**config.mk**
```make
export PLATFORM = sky130hd
export DESIGN_NAME = mco_clock_option_config
export DESIGN_NICKNAME = d
export VERILOG_FILES = /design/src/mco_pkg.sv /design/src/mco_timer.sv /design/src/mco_clock_option_config.sv
export VERILOG_INCLUDE_DIRS = /design/src
export SDC_FILE = /design/constraint.sdc
export NUM_CORES = 1
export LEC_CHECK = 0
export ABC_CLOCK_PERIOD_IN_PS = 37600
export BUFFER_PORTS_ARGS = -buffer_cell sky130_fd_sc_hd__clkbuf_2
export CAP_MARGIN = 20
export CORE_UTILIZATION = 55
export DETAILED_ROUTE_END_ITERATION = 8
export MAX_ROUTING_LAYER = met4
export PLACE_DENSITY = 0.72
export SLEW_MARGIN = 15
export SYNTH_ARGS = -nofsm -noshare
export SYNTH_HDL_FRONTEND = slang
export SYNTH_SLANG_ARGS = --single-unit
```
**constraint.sdc**
```tcl
create_clock -name ref_clk -period 37.6 [get_ports ref_clk]
set_clock_uncertainty 0.05 [all_clocks]
set_input_delay 3.76 -clock ref_clk [delete_from_list [all_inputs] [get_ports ref_clk]]
set_output_delay 3.76 -clock ref_clk [all_outputs]
set_load 0.05 [all_outputs]
```
**src/mco_defines.svh**
```systemverilog
// constants for the option-configured clock, reset and timer block
// assumes a single 250 MHz reference clock drives all logic
`ifndef MCO_DEFINES_SVH
`define MCO_DEFINES_SVH

// reference clock
`define MCO_REF_KHZ 250000
`define MCO_REF_PERIOD_PS 4000

// cpu clock window and backup oscillator rate
`define MCO_CPU_MIN_KHZ 16'd250
`define MCO_CPU_MAX_KHZ 16'd8000
`define MCO_PROBE_TOP_KHZ 16'd16000
`define MCO_BACKUP_KHZ 16'd2000

// oscillator source select codes
`define MCO_OSC_EXT 3'h4

// supervisor periods in ps; least time rounds down, longest rounds up
`define MCO_FAST_MIN_PS 62500
`define MCO_FAST_MAX_PS 125000
`define MCO_MED_MAX_PS 250000
`define MCO_MPWR_MAX_PS 500000
`define MCO_LOWP_MAX_PS 1000000
`define MCO_CYC_FLOOR(ps) ((ps) / `MCO_REF_PERIOD_PS)
`define MCO_CYC_CEIL(ps) (((ps) + `MCO_REF_PERIOD_PS - 1) / `MCO_REF_PERIOD_PS)

// reset and halt-exit lengths in cpu cycles
`define MCO_RST_LONG 13'd4096
`define MCO_RST_SHORT 13'd256

// register offsets
`define MCO_REG_OPTION 8'h00
`define MCO_REG_STATUS 8'h04
`define MCO_REG_MASK 8'h08
`define MCO_REG_STATE 8'h0c
`define MCO_REG_TMRCTL 8'h10
`define MCO_REG_CMPA 8'h14
`define MCO_REG_CMPB 8'h18
`define MCO_REG_CNTA 8'h1c
`define MCO_REG_CNTB 8'h20
`define MCO_REG_CAPA 8'h24
`define MCO_REG_CAPB 8'h28

// option register fields and reset value
`define MCO_OPT_PLL 3
`define MCO_OPT_FREEZE 7
`define MCO_OPT_SUPV 8
`define MCO_OPT_RST256 11
`define MCO_OPT_VDET 12
`define MCO_OPT_WDGHALT 13
`define MCO_OPT_WDGSW 14
`define MCO_OPTION_RST 15'h0003

// status bits
`define MCO_EV_BACKUP 0
`define MCO_EV_HALTRST 1
`define MCO_EV_CMPA 2
`define MCO_EV_CAPA 3
`define MCO_EV_CMPB 4
`define MCO_EV_CAPB 5
`define MCO_EV_W 6

`endif

```
**src/mco_pkg.sv**
```systemverilog
// types shared by the clock option block
// assumes mco_defines.svh supplies the numeric constants
package mco_pkg;
  // cpu phase sequencer states
  typedef enum logic [1:0] {ST_RESET, ST_RUN, ST_HALT, ST_EXIT} mco_phase_t;
endpackage

```
**src/mco_timer.sv**
```systemverilog
// one general timer: prescaler, 16-bit free-running counter, compare, pwm, capture
// assumes tick inputs are one-cycle pulses on ref_clk, already synchronised
module mco_timer import mco_pkg::*; (
  // clock and reset
  input wire logic ref_clk,
  input wire logic rst_n,
  // count sources
  input wire logic cntTick,
  input wire logic extTick,
  input wire logic extSel,
  input wire logic [1:0] presc,
  // compare and capture
  input wire logic [15:0] cmpVal,
  input wire logic capPulse,
  // results
  output logic [15:0] count,
  output logic [15:0] capVal,
  output logic cmpEvt,
  output logic capEvt,
  output logic pwmOut
);
  logic [2:0] preCnt_q; // prescaler phase
  logic [2:0] preMask; // divide by 1, 2, 4 or 8
  logic srcTick; // selected count source
  logic step; // counter advances this cycle

  assign preMask = 3'((4'h1 << presc) - 4'h1);
  // external source bypasses any freeze applied to cntTick
  assign srcTick = extSel ? extTick : cntTick;
  assign step = srcTick && (preCnt_q == preMask);

  // prescaler
  always_ff @(posedge ref_clk) begin
    if (!rst_n) begin
      preCnt_q <= 3'h0;
    end else if (srcTick) begin
      preCnt_q <= step ? 3'h0 : preCnt_q + 3'h1;
    end
  end

  // free-running counter and compare strobe
  always_ff @(posedge ref_clk) begin
    if (!rst_n) begin
      count <= 16'h0000;
      cmpEvt <= 1'b0;
    end else begin
      cmpEvt <= step && (16'(count + 16'h1) == cmpVal);
      if (step) begin
        count <= count + 16'h1;
      end
    end
  end

  // pwm level: high while the counter is below the compare value
  always_ff @(posedge ref_clk) begin
    if (!rst_n) begin
      pwmOut <= 1'b0;
    end else begin
      pwmOut <= count < cmpVal;
    end
  end

  // input capture
  always_ff @(posedge ref_clk) begin
    if (!rst_n) begin
      capVal <= 16'h0000;
      capEvt <= 1'b0;
    end else begin
      capEvt <= capPulse;
      if (capPulse) begin
        capVal <= count;
      end
    end
  end
endmodule

```
**src/mco_clock_option_config.sv**
```systemverilog
// option-configured clock generation, supervisor, reset/halt sequencing and timers
// assumes one 250 MHz ref_clk; pins from the outside are synchronised here
`include "mco_defines.svh"

module mco_clock_option_config import mco_pkg::*; (
  // clock and reset
  input wire logic ref_clk,
  input wire logic rst_n,
  // register port
  input wire logic [7:0] regAddr,
  input wire logic [15:0] regWrData,
  input wire logic regWr,
  input wire logic regRd,
  output logic [15:0] regRdData,
  output logic irq,
  // asynchronous pins
  input wire logic ext_osc_in,
  input wire logic timer_ext_clk_in,
  input wire logic debugStopIn,
  input wire logic capAIn,
  input wire logic capBIn,
  // cpu core requests
  input wire logic haltInstr,
  input wire logic wakeupReq,
  input wire logic wdgSwStart,
  // cpu clock and phase
  output logic cpuTick,
  output logic cpuResetActive,
  output logic cpuHalted,
  output logic backupOscActive,
  output logic watchdogActive,
  // voltage detectors
  output logic extVoltDetEn,
  output logic lowVoltDetEn,
  output logic auxVoltDetEn,
  output logic voltThreshLowest,
  // timer outputs
  output logic pwmA,
  output logic pwmB
);
  // ---------------- synchronisers ----------------
  logic [4:0] sync1_q; // first stage, read only by the second
  logic [4:0] sync2_q; // clean levels
  logic [4:0] prev_q; // previous clean levels for edges
  logic extRise, tmrExtRise, dbgStop, capARise, capBRise;

  // two flops per pin, then one more for edge detection
  always_ff @(posedge ref_clk) begin
    if (!rst_n) begin
      sync1_q <= 5'h00;
      sync2_q <= 5'h00;
      prev_q <= 5'h00;
    end else begin
      sync1_q <= {capBIn, capAIn, debugStopIn, timer_ext_clk_in, ext_osc_in};
      sync2_q <= sync1_q;
      prev_q <= sync2_q;
    end
  end

  assign extRise = sync2_q[0] && !prev_q[0];
  assign tmrExtRise = sync2_q[1] && !prev_q[1];
  assign dbgStop = sync2_q[2];
  assign capARise = sync2_q[3] && !prev_q[3];
  assign capBRise = sync2_q[4] && !prev_q[4];

  // ---------------- registers ----------------
  logic [14:0] option_q; // source, doubler, slow, freeze, supervisor and reset options
  logic [5:0] status_q; // sticky events, write one to clear
  logic [5:0] mask_q; // interrupt enables
  logic [4:0] tmrCtl_q; // prescalers and timer A clock source
  logic [15:0] cmpA_q, cmpB_q; // compare values
  logic [5:0] events; // one-cycle event pulses
  logic [15:0] cntA, cntB, capA, capB;
  logic [2:0] slowEff; // clamped slow exponent
  logic backup_q;
  mco_phase_t phase_q;
  logic wdgStarted_q;

  // option field views
  logic [2:0] oscSel;
  logic pllOn, freezeOpt, supEn, rst256, voltOpt, wdgHaltRst, wdgSwOpt;
  logic [1:0] rangeSel;
  logic [2:0] slowReq;
  assign oscSel = option_q[2:0];
  assign pllOn = option_q[`MCO_OPT_PLL];
  assign slowReq = option_q[6:4];
  assign freezeOpt = option_q[`MCO_OPT_FREEZE];
  assign supEn = option_q[`MCO_OPT_SUPV];
  assign rangeSel = option_q[10:9];
  assign rst256 = option_q[`MCO_OPT_RST256];
  assign voltOpt = option_q[`MCO_OPT_VDET];
  assign wdgHaltRst = option_q[`MCO_OPT_WDGHALT];
  assign wdgSwOpt = option_q[`MCO_OPT_WDGSW];

  // software writes; options take effect at once
  always_ff @(posedge ref_clk) begin
    if (!rst_n) begin
      option_q <= `MCO_OPTION_RST;
      mask_q <= 6'h00;
      tmrCtl_q <= 5'h00;
      cmpA_q <= 16'hffff;
      cmpB_q <= 16'hffff;
    end else if (regWr) begin
      unique case (regAddr)
        `MCO_REG_OPTION: option_q <= regWrData[14:0];
        `MCO_REG_MASK: mask_q <= regWrData[5:0];
        `MCO_REG_TMRCTL: tmrCtl_q <= regWrData[4:0];
        `MCO_REG_CMPA: cmpA_q <= regWrData;
        `MCO_REG_CMPB: cmpB_q <= regWrData;
        default: ; // status is cleared below; read-only or unmapped: write ignored
      endcase
    end
  end

  // sticky status: a new event wins over a clear in the same cycle
  always_ff @(posedge ref_clk) begin
    if (!rst_n) begin
      status_q <= 6'h00;
    end else begin
      status_q <= (status_q & ~((regWr && regAddr == `MCO_REG_STATUS) ? regWrData[5:0] : 6'h00)) | events;
    end
  end

  assign irq = |(status_q & mask_q);

  // read data stand only in the cycle after the strobe
  always_ff @(posedge ref_clk) begin
    if (!rst_n || !regRd) begin
      regRdData <= 16'h0000;
    end else begin
      unique case (regAddr)
        `MCO_REG_OPTION: regRdData <= {1'b0, option_q};
        `MCO_REG_STATUS: regRdData <= {10'h000, status_q};
        `MCO_REG_MASK: regRdData <= {10'h000, mask_q};
        `MCO_REG_STATE: regRdData <= {8'h00, phase_q == ST_RESET, cpuHalted, watchdogActive, backup_q,
                                      1'b0, slowEff};
        `MCO_REG_TMRCTL: regRdData <= {11'h000, tmrCtl_q};
        `MCO_REG_CMPA: regRdData <= cmpA_q;
        `MCO_REG_CMPB: regRdData <= cmpB_q;
        `MCO_REG_CNTA: regRdData <= cntA;
        `MCO_REG_CNTB: regRdData <= cntB;
        `MCO_REG_CAPA: regRdData <= capA;
        `MCO_REG_CAPB: regRdData <= capB;
        default: regRdData <= 16'h0000; // unmapped reads as zero
      endcase
    end
  end

  // ---------------- clock source and doubled-rate tick ----------------
  // cpu rate after doubler/halver and slow shift
  function automatic logic [15:0] cpuKhz(input logic [15:0] dblKhz, input logic pll, input logic [2:0] s);
    cpuKhz = (pll ? dblKhz : (dblKhz >> 2)) >> s;
  endfunction

  // nearest power-of-two slow factor keeping the cpu rate in its window
  function automatic logic [2:0] clampSlow(input logic [15:0] dblKhz, input logic pll, input logic [2:0] req);
    logic [2:0] s;
    s = req;
    for (int i = 0; i < 7; i++) begin
      if (cpuKhz(dblKhz, pll, s) > `MCO_CPU_MAX_KHZ && s != 3'h7) begin
        s = s + 3'h1;
      end
    end
    for (int i = 0; i < 7; i++) begin
      if (cpuKhz(dblKhz, pll, s) < `MCO_CPU_MIN_KHZ && s != 3'h0) begin
        s = s - 3'h1;
      end
    end
    clampSlow = s;
  endfunction

  logic useExt; // external pin drives the clock chain
  logic [15:0] rangeTopKhz; // upper edge of the supervisor range
  logic [15:0] dblKhz; // twice the oscillator rate, in kHz
  assign useExt = (oscSel == `MCO_OSC_EXT) && !backup_q;

  // unknown external rate: the range top bounds it for clamping
  assign rangeTopKhz = `MCO_PROBE_TOP_KHZ >> rangeSel;

  always_comb begin
    if (backup_q) begin
      dblKhz = `MCO_BACKUP_KHZ << 1;
    end else if (useExt) begin
      dblKhz = rangeTopKhz << 1;
    end else begin
      dblKhz = (`MCO_PROBE_TOP_KHZ >> oscSel[1:0]) << 1;
    end
  end

  assign slowEff = clampSlow(dblKhz, pllOn, slowReq);

  // phase accumulator for probe and backup oscillators
  logic [17:0] acc_q;
  logic [18:0] accSum;
  logic accTick;
  assign accSum = {1'b0, acc_q} + {3'h0, dblKhz};
  assign accTick = accSum >= 19'(`MCO_REF_KHZ);

  always_ff @(posedge ref_clk) begin
    if (!rst_n || useExt) begin
      acc_q <= 18'h00000;
    end else begin
      acc_q <= accTick ? 18'(accSum - 19'(`MCO_REF_KHZ)) : accSum[17:0];
    end
  end

  // external period measure; also yields a mid-period tick to double the pin rate
  logic [9:0] period_q, lastPeriod_q;
  logic seen_q; // one full period has been measured
  logic halfHit, dblTick;
  assign halfHit = seen_q && (period_q == (lastPeriod_q >> 1));
  assign dblTick = useExt ? (extRise || halfHit) : accTick;

  always_ff @(posedge ref_clk) begin
    if (!rst_n || !useExt) begin
      period_q <= 10'h000;
      lastPeriod_q <= 10'h000;
      seen_q <= 1'b0;
    end else if (extRise) begin
      period_q <= 10'h001;
      lastPeriod_q <= period_q;
      seen_q <= period_q != 10'h000;
    end else if (period_q != 10'h3ff) begin
      period_q <= period_q + 10'h001;
    end
  end

  // ---------------- clock supervisor ----------------
  logic [9:0] minCyc, maxCyc;
  always_comb begin
    unique case (rangeSel)
      2'h0: maxCyc = 10'(`MCO_CYC_CEIL(`MCO_FAST_MAX_PS));
      2'h1: maxCyc = 10'(`MCO_CYC_CEIL(`MCO_MED_MAX_PS));
      2'h2: maxCyc = 10'(`MCO_CYC_CEIL(`MCO_MPWR_MAX_PS));
      2'h3: maxCyc = 10'(`MCO_CYC_CEIL(`MCO_LOWP_MAX_PS));
    endcase
    minCyc = 10'(`MCO_CYC_FLOOR(`MCO_FAST_MIN_PS)) << rangeSel;
  end

  logic outOfRange;
  assign outOfRange = supEn && useExt &&
                      ((extRise && seen_q && period_q < minCyc) || (period_q > maxCyc));

  // switch to backup is sticky until reset
  always_ff @(posedge ref_clk) begin
    if (!rst_n) begin
      backup_q <= 1'b0;
    end else if (outOfRange) begin
      backup_q <= 1'b1;
    end
  end
  assign backupOscActive = backup_q;

  // ---------------- cpu divider ----------------
  // doubled rate divided by slow factor, or by four times it with the doubler off
  logic [9:0] divCnt_q, divLast;
  assign divLast = 10'((pllOn ? 11'h1 : 11'h4) << slowEff) - 10'h1;

  always_ff @(posedge ref_clk) begin
    if (!rst_n) begin
      divCnt_q <= 10'h000;
      cpuTick <= 1'b0;
    end else begin
      cpuTick <= dblTick && (divCnt_q >= divLast);
      if (dblTick) begin
        divCnt_q <= (divCnt_q >= divLast) ? 10'h000 : divCnt_q + 10'h001;
      end
    end
  end

  // ---------------- reset and halt sequencing ----------------
  logic [12:0] cyc_q;
  logic [12:0] cycLast;
  logic haltReset;
  assign cycLast = (rst256 ? `MCO_RST_SHORT : `MCO_RST_LONG) - 13'h1;
  assign haltReset = phase_q == ST_RUN && haltInstr && watchdogActive && wdgHaltRst;

  always_ff @(posedge ref_clk) begin
    if (!rst_n) begin
      phase_q <= ST_RESET;
      cyc_q <= 13'h0000;
    end else begin
      unique case (phase_q)
        ST_RESET, ST_EXIT: begin
          if (cpuTick) begin
            cyc_q <= cyc_q + 13'h1;
            if (cyc_q == cycLast) begin
              phase_q <= ST_RUN;
              cyc_q <= 13'h0000;
            end
          end
        end
        ST_RUN: begin
          if (haltReset) begin
            phase_q <= ST_RESET;
          end else if (haltInstr) begin
            phase_q <= ST_HALT;
          end
        end
        ST_HALT: begin
          if (wakeupReq) begin
            phase_q <= ST_EXIT;
          end
        end
      endcase
    end
  end

  assign cpuResetActive = phase_q == ST_RESET;
  assign cpuHalted = phase_q == ST_HALT || phase_q == ST_EXIT;

  // watchdog start: hardware mode runs at once, software mode waits for a start
  always_ff @(posedge ref_clk) begin
    if (!rst_n || haltReset) begin
      wdgStarted_q <= 1'b0;
    end else if (wdgSwStart) begin
      wdgStarted_q <= 1'b1;
    end
  end
  assign watchdogActive = wdgSwOpt ? wdgStarted_q : 1'b1;

  // ---------------- voltage detectors ----------------
  always_ff @(posedge ref_clk) begin
    if (!rst_n) begin
      extVoltDetEn <= 1'b0;
      auxVoltDetEn <= 1'b0;
      voltThreshLowest <= 1'b0;
      lowVoltDetEn <= 1'b0;
    end else begin
      extVoltDetEn <= voltOpt;
      auxVoltDetEn <= voltOpt;
      voltThreshLowest <= voltOpt;
      lowVoltDetEn <= voltOpt && !cpuHalted;
    end
  end

  // ---------------- timers ----------------
  logic tmrTick;
  // breakpoint freeze gates only the cpu-derived count source
  assign tmrTick = cpuTick && !(freezeOpt && dbgStop);

  mco_timer u_timerA (
    .ref_clk(ref_clk),
    .rst_n(rst_n),
    .cntTick(tmrTick),
    .extTick(tmrExtRise),
    .extSel(tmrCtl_q[2]),
    .presc(tmrCtl_q[1:0]),
    .cmpVal(cmpA_q),
    .capPulse(capARise),
    .count(cntA),
    .capVal(capA),
    .cmpEvt(events[`MCO_EV_CMPA]),
    .capEvt(events[`MCO_EV_CAPA]),
    .pwmOut(pwmA)
  );

  mco_timer u_timerB (
    .ref_clk(ref_clk),
    .rst_n(rst_n),
    .cntTick(tmrTick),
    .extTick(1'b0),
    .extSel(1'b0),
    .presc(tmrCtl_q[4:3]),
    .cmpVal(cmpB_q),
    .capPulse(capBRise),
    .count(cntB),
    .capVal(capB),
    .cmpEvt(events[`MCO_EV_CMPB]),
    .capEvt(events[`MCO_EV_CAPB]),
    .pwmOut(pwmB)
  );

  assign events[`MCO_EV_BACKUP] = outOfRange && !backup_q;
  assign events[`MCO_EV_HALTRST] = haltReset;

  // cycles since the previous cpu tick, for the rate check
  logic [5:0] since_q;
  logic sinceValid_q; // since_q counts from a tick under the current divider setting
  // an option write or a fallback may shorten one interval, so skip it
  always_ff @(posedge ref_clk) begin
    if (!rst_n || (regWr && regAddr == `MCO_REG_OPTION) || outOfRange) begin
      sinceValid_q <= 1'b0;
    end else if (cpuTick) begin
      sinceValid_q <= 1'b1;
    end
  end
  always_ff @(posedge ref_clk) begin
    if (!rst_n || cpuTick) begin
      since_q <= 6'h00;
    end else if (since_q != 6'h3f) begin
      since_q <= since_q + 6'h01;
    end
  end
endmodule

```
# After elaboration in Yosys (flattened, before gate mapping)
# Cells that the tools add are included.
# word_totals
reg_bits,240
inputBits,36
out_inout_bits,28
elab_cells,255
# classes
addsub,27
n_lt_le_gt_ge,20
n_eq_ne,35
shifts,20
muxes,38
bitwise,4
n_reduce_logical,76
# op_table
cell,n
16-bit by 3-bit right shift with 16-bit output,14
16-bit one-hot mux with 11 select lines,1
16-bit by 13-bit > comparator with 1-bit output (second input constant),7
16-bit by 8-bit < comparator with 1-bit output (second input constant),7
3-bit two-way mux,17
16-bit two-way mux,3
10-bit one-hot mux with 4 select lines,1
1-bit logical AND,37
16-bit by 1-bit adder with 16-bit output (second input constant),2
16-bit == test,2
8-bit by 5-bit == test with 1-bit output (second input constant),4
16-bit < comparator,2
14-bit by 2-bit right shift with 15-bit output (first input constant),2
3-bit by 1-bit adder with 3-bit output (second input constant),9
3-bit by 1-bit subtractor with 3-bit output (second input constant),9
13-bit two-way mux,2
8-bit by 6-bit == test with 1-bit output (second input constant),3
3-bit != test (second input constant),8
3-bit nonzero test,7
10-bit by 1-bit adder with 10-bit output (second input constant),2
18-bit by 16-bit adder with 19-bit output,1
19-bit by 18-bit greater-or-equal comparator with 1-bit output (second input constant),1
18-bit two-way mux,1
18-bit subtractor (second input constant),1
37 further kinds,77

# Longest topological paths before layout
# Gate-level depths: netlist of the first run.
# depth
ltp_word,65
mapped_depth,118

# By module
# From an unflattened synthesis of the first run, not the netlist that was laid out.
# unflattened
hier_cells,2061
hier_area_um2,16794.9
# modules_own_cells
mod,n_inst,cells_per_inst,area_each_um2,seq_area_each_um2
mco_clock_option_config,1,1499,11792.6,3163.0
mco_timer,2,281,2501.1,760.7

# Worst setup path after synthesis of the first run
# Ideal clock, no wire load.
# synth_path
path_kind,reg-to-reg
startpoint,register backup_q (netlist: backupOscActive)
endpoint,register divCnt_q[0]
setup_time_ps,67
arrival_ps,21610
t_required_ps,37483
path_slack_ps,15873
path_stages_with_launch,117
n_path_buf,10
synth_period_minus_slack_ps,21727
cell_sequence,dfxtp_1 buf_2 nor4b_2 nand4_1 nand2_1 inv_1 ha_1 ha_1 or3_1 buf_2 nor4_4 o21ai_2 ha_1 ha_1 nor3_1 and2_1 nand3_1 nand2_1 (+81 left out) nand2_1 ha_1 buf_1 nand2b_1 or4_1 o211ai_1 nor3_1 ha_1 nor2b_1 o21ai_0 nand2b_1 a21oi_1 nor2b_1 o21ai_0 nand2b_1 a21oi_1 o21ai_1 nor2_1
# synth_between
elab_chain_len,65
# synth_lines
element,line_no,rtl
from (decl),mco_clock_option_config.sv:75,logic backup_q;
from (signal assigned),mco_clock_option_config.sv:247,backup_q <= 1'b0;
from (signal assigned),mco_clock_option_config.sv:249,backup_q <= 1'b1;
1-bit zero test,mco_clock_option_config.sv:175,assign useExt = (oscSel == `MCO_OSC_EXT) && !backup_q;
1-bit logical AND,mco_clock_option_config.sv:175,
16-bit two-way mux,mco_clock_option_config.sv:183,end else if (useExt) begin
16-bit two-way mux,mco_clock_option_config.sv:181,if (backup_q) begin
16-bit two-way mux,mco_clock_option_config.sv:152,cpuKhz = (pll ? dblKhz : (dblKhz >> 2)) >> s;
16-bit by 3-bit right shift with 16-bit output,mco_clock_option_config.sv:152,
16-bit by 13-bit > comparator with 1-bit output (no source line),n/a,
1-bit logical AND,mco_clock_option_config.sv:160,"if (cpuKhz(dblKhz, pll, s) > `MCO_CPU_MAX_KHZ && s != 3'h7) begin"
(+49 left out),n/a,
16-bit by 3-bit right shift with 16-bit output,mco_clock_option_config.sv:152,
16-bit by 8-bit < comparator with 1-bit output (no source line),n/a,
1-bit logical AND,mco_clock_option_config.sv:165,"if (cpuKhz(dblKhz, pll, s) < `MCO_CPU_MIN_KHZ && s != 3'h0) begin"
3-bit two-way mux,mco_clock_option_config.sv:165,
3-bit by 3-bit << shifter with 10-bit output,mco_clock_option_config.sv:257,assign divLast = 10'((pllOn ? 11'h1 : 11'h4) << slowEff) - 10'h1;
10-bit by 1-bit subtractor with 10-bit output,mco_clock_option_config.sv:257,
10-bit greater-or-equal comparator,mco_clock_option_config.sv:266,divCnt_q <= (divCnt_q >= divLast) ? 10'h000 : divCnt_q + 10'h001;
10-bit two-way mux,mco_clock_option_config.sv:266,
to (signal assigned),mco_clock_option_config.sv:266,
to (decl),mco_clock_option_config.sv:256,"logic [9:0] divCnt_q, divLast;"
# Several ways; a longest one is shown, not always the timed one.
# A chain may end at the register's enable or synchronous reset.

# Worst setup path after layout of the first run
# layout_path
startpoint,register option_q[4]
endpoint,register divCnt_q[8]
# layout_between
elab_chain_len,60
# layout_lines
element,line_no,rtl
from (decl),mco_clock_option_config.sv:67,logic [14:0] option_q;
from (signal assigned),mco_clock_option_config.sv:98,option_q <= `MCO_OPTION_RST;
from (signal assigned),mco_clock_option_config.sv:105,`MCO_REG_OPTION: option_q <= regWrData[14:0];
16-bit by 3-bit right shift with 16-bit output,mco_clock_option_config.sv:152,
16-bit by 13-bit > comparator with 1-bit output (no source line),n/a,
1-bit logical AND,mco_clock_option_config.sv:160,
3-bit two-way mux (*),mco_clock_option_config.sv:160,
16-bit by 3-bit right shift with 16-bit output,mco_clock_option_config.sv:152,
16-bit by 13-bit > comparator with 1-bit output (no source line),n/a,
1-bit logical AND,mco_clock_option_config.sv:160,
3-bit two-way mux (*),mco_clock_option_config.sv:160,
(+44 left out),n/a,
16-bit by 3-bit right shift with 16-bit output,mco_clock_option_config.sv:152,
16-bit by 8-bit < comparator with 1-bit output (no source line),n/a,
1-bit logical AND,mco_clock_option_config.sv:165,
3-bit two-way mux (*),mco_clock_option_config.sv:165,
3-bit by 3-bit << shifter with 10-bit output (*),mco_clock_option_config.sv:257,
10-bit by 1-bit subtractor with 10-bit output (*),mco_clock_option_config.sv:257,
10-bit greater-or-equal comparator (*),mco_clock_option_config.sv:266,
10-bit two-way mux (*),mco_clock_option_config.sv:266,
# Every way passes the cells marked *; elsewhere a longest branch is shown, timed or not.

==> impl_metrics.toml, run 1 <==
[pwr]
vdd_drop_max_v = 0.00003353
powerDensity_nw_per_um2 = 30.61
power_leakage_nw = 6.788

[sta]
layout_min_cycle_time_ns = 25.04
hold_viol_final = 0
finalCritPeriodShare = 0.6659
rsz0062_at_grt = "false"
slew_headroom = 0.3277
clock.fmax_ghz = 0.03994
finalSetupViolCount = 0
tightest_slew_ns = 1.008
final_max_slew_viol_count = 0
setup_tns_ns = 0
worst_slack_ns = 12.56

[finish]
post-route-util = 0.6117
antenna_cells = 0
drive_gt1_frac = 0.09679
syn_to_final_growth_pct = 8.012
final_nets = 2208
finalInstanceArea_um2 = 17750
fillers = 2580
layoutNonFillerInstCount = 2471

[run_status]
status = "finished, final reports clean"

[detailed_routing]
remaining_drc_errors = 0
vias_per_cell = 6.246
wirelength_um = 47210
dr.pass1.iters = 6
wl_per_cell_um = 19.11
drt-initial-drc-count = 1354
ant_nets = 0
vias = 15440

[yosys]
netlist_area_um2 = 16430
ys_async_sr_fraction = 0
yosysWarnings = 0
syn_inst = 2069
syn_nets = 2208
ys_types = 119
ys_ff_latch = 234
yosysSeqAreaShare = 0.2851
synth_edf_count = 0
synth-main-ff-cell = "dfxtp_1"
synth_area_per_cell_um2 = 7.941

[die]
dieArea_um2 = 30570
fp.dieW_um = 174.8
fp.dieH_um = 174.8
coreArea_um2 = 29010
num_rows = 62
initial_utilization = 0.5663
pin_count = 64

[grt]
grt_usage = 0.3113
first_global_vias = 14830
grt_overflow_total = 0
grt_max_degree = 94
antenna_found_initial = 0
grt_pass1_wl_um = 76080

[hold_path]
hp-class = "flip-flop to flip-flop"
hold_depth = 1
holdCritStartpoint = "sync1_q[4]"
whs_endpoint = "sync2_q[4]"

[clock_tree]
post_cts_buffers = 0
clockBufferDepth = 3
clock_sinks = 234
root_buffer = "clkbuf_16"
cts_tree = "built"
path_clk_slew_ns = 0.06
cts_max_level = 1
insertion_delay_ns = 0.52
cts_buffers = 25
hold_buffers = 0
ctsResizeCount = 0

[setup_path]
worstSetupPathType = "flip-flop to flip-flop"
cp.arrival_ns = 25.43
crit_slowest_cell = "nor3_2"
crit_top_cell = "ha_1"
ff2ff_path_depth = 108
r2r_end = "divCnt_q[8]"
r2r_start = "option_q[4]"
cp-end-kind = "flip-flop"
worst_path_largest_cell_delay_ns = 0.58
crit_path_start_kind = "flip-flop"
required_ns = 38.00
critical_path.max_fanout = 17
reg2reg_slack_ns = 12.56

[placed_design]
placed_area_um2 = 16940
dp_cells = 2426
port_buffers = 63
dp_hpwl_um = 34790
dp_slack_ns = 13.05
gp_congestion = 0.9699

[job]
maxCapViolCount = 0
-- stage by stage --
| stage | total power [W] | hold slack, ns |
|---|---|---|
| floorplan | 0.0002944 | 0.3619 |
| global placement | 0.0003042 | 0.3761 |
| detailed placement | 0.0003049 | 0.3731 |
| CTS | 0.0005450 | 0.3891 |
| global route | 0.0005603 | 0.4002 |
| finish | 0.0005433 | 0.3844 |
-- layout by cell type (no fill, tap or decap), types with 32 or more instances in the layout --
| cell type | netlist | routed |
|---|---|---|
| o211ai_1 | 50 | 50 |
| nand4_1 | 32 | 32 |
| and2_1 | 51 | 51 |
| xor2_1 | 50 | 50 |
| nand2b_1 | 35 | 35 |
| a21boi_0 | 67 | 67 |
| ha_1 | 103 | 103 |
| nor3_1 | 36 | 36 |
| a31oi_1 | 34 | 34 |
| nor2b_1 | 33 | 32 |
| xnor2_1 | 96 | 96 |
| nor2_1 | 145 | 145 |
| nand3_1 | 68 | 68 |
| inv_1 | 82 | 82 |
| a21oi_1 | 70 | 70 |
| o21ai_0 | 64 | 64 |
| nand2_1 | 287 | 287 |
| clkbuf_2 | 1 | 62 |
| dfxtp_1 | 234 | 234 |
-- critical path: cells and delay by family, from the launching register on --
kind	cells	cell delay, ns
compound gates	30	6.43
buf+inv	10	1.30
xor+xnor	1	0.30
simple gates	44	11.05
flops	1	0.50
fa+ha+maj	23	5.28
-- cells in the mapped netlist, drive strengths merged, types with 51 or more instances --
library cell	number	area share
o211ai	51	0.024
dfxtp	234	0.29
a21boi	68	0.031
nand2	287	0.066
xnor2	96	0.051
o21ai	81	0.026
clkbuf	94	0.022
a21oi	72	0.022
ha	103	0.078
inv	89	0.020
nor2	149	0.035
nand3	69	0.021
and2	56	0.021
-- power by group --
group,leakage (nW),internal (W),switching (W)
registers,1.89,0.000252,0.00000334
logic,4.50,0.0000186,0.0000258
clock network,0.398,0.000143,0.000100
total,6.79,0.000414,0.000129
-- worst max path at each step --
stage,start,end,slack [ns]
finish,option_q[4],divCnt_q[8],12.56
floorplan,backupOscActive,divCnt_q[0],15.87
CTS,option_q[4],divCnt_q[8],12.89
global placement,option_q[4],divCnt_q[9],13.69
detailed placement,option_q[4],divCnt_q[8],13.05
global route,option_q[4],divCnt_q[8],10.45
-- sequential cells by signal (all words and copies together), names as in the netlist, 2 cells and up --
| signal | flops |
|---|---|
| cmpA_q | 16 |
| cmpB_q | 16 |
| regRdData | 16 |
| u_timerA.capVal | 16 |
| u_timerA.count | 16 |
| u_timerB.capVal | 16 |
| u_timerB.count | 16 |
| option_q | 15 |
| acc_q | 14 |
| cyc_q | 13 |
| divCnt_q | 10 |
| period_q | 10 |
| lastPeriod_q | 9 |
| mask_q | 6 |
| status_q | 6 |
| sync1_q | 5 |
| sync2_q | 5 |
| tmrCtl_q | 5 |
| prev_q | 4 |
| u_timerA.preCnt_q | 3 |
| u_timerB.preCnt_q | 3 |
| phase_q | 2 |
-- cell families after synthesis --
group                    after synthesis  share of synthesized area
flip-flops                           234                     0.2851
AO/OA/AOI/OAI                        533                     0.2425
AND/OR/NAND/NOR                      824                     0.2511
adder cells (fa/ha/maj)              109                    0.08210
buffers and inverters                204                    0.04958
multiplexers                          18                    0.01157
other                                  1                  0.0002282
XOR/XNOR                             146                    0.07783
-- metal layers --
layer	GRT usage	part of all wire	vias up
met5	-	0	-
met4	0.1453	0.049	0
met3	0.03612	0.060	169
met2	0.5322	0.48	580
met1	0.3638	0.41	7230
li1	-	-	7456
-- layout make-up --
cell class	count	area (µm²)	area share
multi-input cells	1631	10940	0.6164
flip-flops and latches	234	4684	0.2640
clock inverters	5	53.80	0.003032
repair buffers	87	498.0	0.02806
well taps	384	480.5	0.02707
inverters	90	339.1	0.01911
clock buffers	40	752.0	0.04237
Power figures use the tool's default switching activity.
==> run 2, diff against run 1 <==
Settings changed: ABC_CLOCK_PERIOD_IN_PS 37600 to 23900.
Clock period 37.6 ns to 23.9 ns, I/O delays scaled along.
==> impl_metrics.toml, run 2 (synthesis gave the netlist of run 1 again) <==
[clock_tree]
cts_max_level = 1
hold_buffers = 0
clockBufferDepth = 3
cts_buffers = 25
insertion_delay_ns = 0.53
cts_tree = "built"
path_clk_slew_ns = 0.06
clock_sinks = 234
root_buffer = "clkbuf_16"

[detailed_routing]
dr.pass1.iters = 9
drt-initial-drc-count = 1374
wl_met2_um = 23580
ant_nets = 0
vias_per_cell = 6.260
vias = 15600
top_layer_used = "met4"
wl_met1_um = 19460
wl_met3_um = 2914
wirelength_um = 48470
wl_per_cell_um = 19.45
remaining_drc_errors = 7

[job]
maxCapViolCount = 0

[sta]
finalSetupViolCount = 0
final_max_slew_viol_count = 0
setup_tns_ns = 0
tightest_slew_ns = 1.058
slew_headroom = 0.2943
layout_min_cycle_time_ns = 22.54
clock.fmax_ghz = 0.04437
worst_slack_ns = 1.364
finalCritPeriodShare = 0.9429
hold_viol_final = 0

[pwr]
vdd_drop_max_v = 0.00006071
clkPwrFrac = 0.448
intPower_w = 0.0006518
p_sw_w = 0.0002040
power_leakage_nw = 6.941
swShare = 0.2383
powerDensity_nw_per_um2 = 47.36
p_comb_frac = 0.082
pwr-share-seq = 0.470

[grt]
grt_pass1_wl_um = 78000
antenna_found_initial = 0
grt_overflow_total = 0
grt_usage = 0.3202
grt_max_degree = 71
first_global_vias = 14920

[run_status]
violations = "DRC"
status = "finished, violations left"

[finish]
fillers = 2627
antenna_cells = 0
syn_to_final_growth_pct = 9.977
final_nets = 2228
final_common_cell = "nand2_1"
layout_common_cells = "nand2_1 (286), dfxtp_1 (231), nor2_1 (143), ha_1 (101), xnor2_1 (95)"
layoutNonFillerInstCount = 2492
drive_gt1_frac = 0.1195

[setup_path]
cp-end-kind = "flip-flop"
crit_top_cell = "ha_1"
crit_path_start_kind = "flip-flop"
worstSetupPathType = "flip-flop to flip-flop"
required_ns = 24.31
critPathBufInv = 11
cp.arrival_ns = 22.94
critical_path.max_fanout = 17
crit_family = "simple AND/OR/NAND/NOR gates"
worst_path_largest_cell_delay_ns = 0.56
crit_slowest_cell = "or4_4"

[placed_design]
dp_cells = 2439
dp_slack_ns = 0.1783
gp_congestion = 0.9900
dp_hpwl_um = 35400
port_buffers = 63

[die]
fp.dieW_um = 174.8
pin_count = 64
dieArea_um2 = 30570
num_rows = 62
initial_utilization = 0.5663
fp.dieH_um = 174.8
coreArea_um2 = 29010

[hold_path]
hp-class = "flip-flop to flip-flop"
## run 2: changes by cell type in the layout (fill, tap and decap cells not counted), moves of 3 or more
cell / before / now
buf_4: 25 / 44
nor3_1: 36 / 33
a21oi_1: 70 / 67
a21oi_2: 2 / 5
dfxtp_2: 0 / 3
dfxtp_1: 234 / 231
## run 2: path summary, 6_finish.rpt
check | depth (start not counted) | slack (ns) | endpoint | from
setup / recovery | 103 | 1.36 | divCnt_q[1] | option_q[0]
hold reg to reg | 1 | 0.38 | sync2_q[3] | sync1_q[3]
hold / removal | 1 | 0.38 | sync2_q[3] | sync1_q[3]
setup reg to reg | 103 | 1.36 | divCnt_q[1] | option_q[0]
## run 2: final cells by class
class / instances / area (µm²) / area share
tap: 384 / 480.5 / 0.02659
clock buffer: 39 / 748.2 / 0.04141
timing repair buffer: 107 / 645.6 / 0.03573
clock inverter: 7 / 63.81 / 0.003532
multi-input combinational: 1631 / 11100 / 0.6145
inverter: 90 / 339.1 / 0.01877
sequential: 234 / 4688 / 0.2595
## run 2: per-layer routing
layer / up-vias / GRT usage
met5: - / -
met4: 0 / 0.1645
met3: 162 / 0.03068
met2: 634 / 0.5445
met1: 7312 / 0.3750
li1: 7491 / -
## run 2: per-stage QoR
stage,total power (W),utilization,hold WS (ns),area (µm²)
final,0.0008558,0.6228,0.3797,18070
after global routing,0.0008863,0.6228,0.3998,18070
after CTS,0.0008616,0.6151,0.3823,17840
after detailed placement,0.0004804,0.5871,0.3696,17030
after global placement,0.0004791,0.5869,0.3635,17030
after floorplan,0.0004632,-,0.3619,16430
## run 2: worst register-to-register path, delay by kind of cell, from the launching register on
| family | cells | cell delay, ns |
|---|---|---|
| compound gates | 35 | 7.51 |
| xor+xnor | 1 | 0.23 |
| fa+ha+maj | 20 | 4.44 |
| buf+inv | 11 | 1.24 |
| flops | 1 | 0.50 |
| simple gates | 36 | 8.49 |
## run 2: what timing repair did
| action | CTS | global route |
|---|---|---|
| resized for setup | 0 | 41 |
| endpoints found under the setup margin | 0 | 11 |
| setup buffers | 0 | 7 |
## run 2: power by group through the flow
stage	clock network [W]	registers (W)	logic (W)
3_3_place_gp	0	0.000410	0.0000688
5_1_grt	0.000405	0.000403	0.0000785
2_1_floorplan	0	0.000410	0.0000530
3_5_place_dp	0	0.000411	0.0000697
6_report	0.000383	0.000402	0.0000706
4_1_cts	0.000389	0.000402	0.0000704
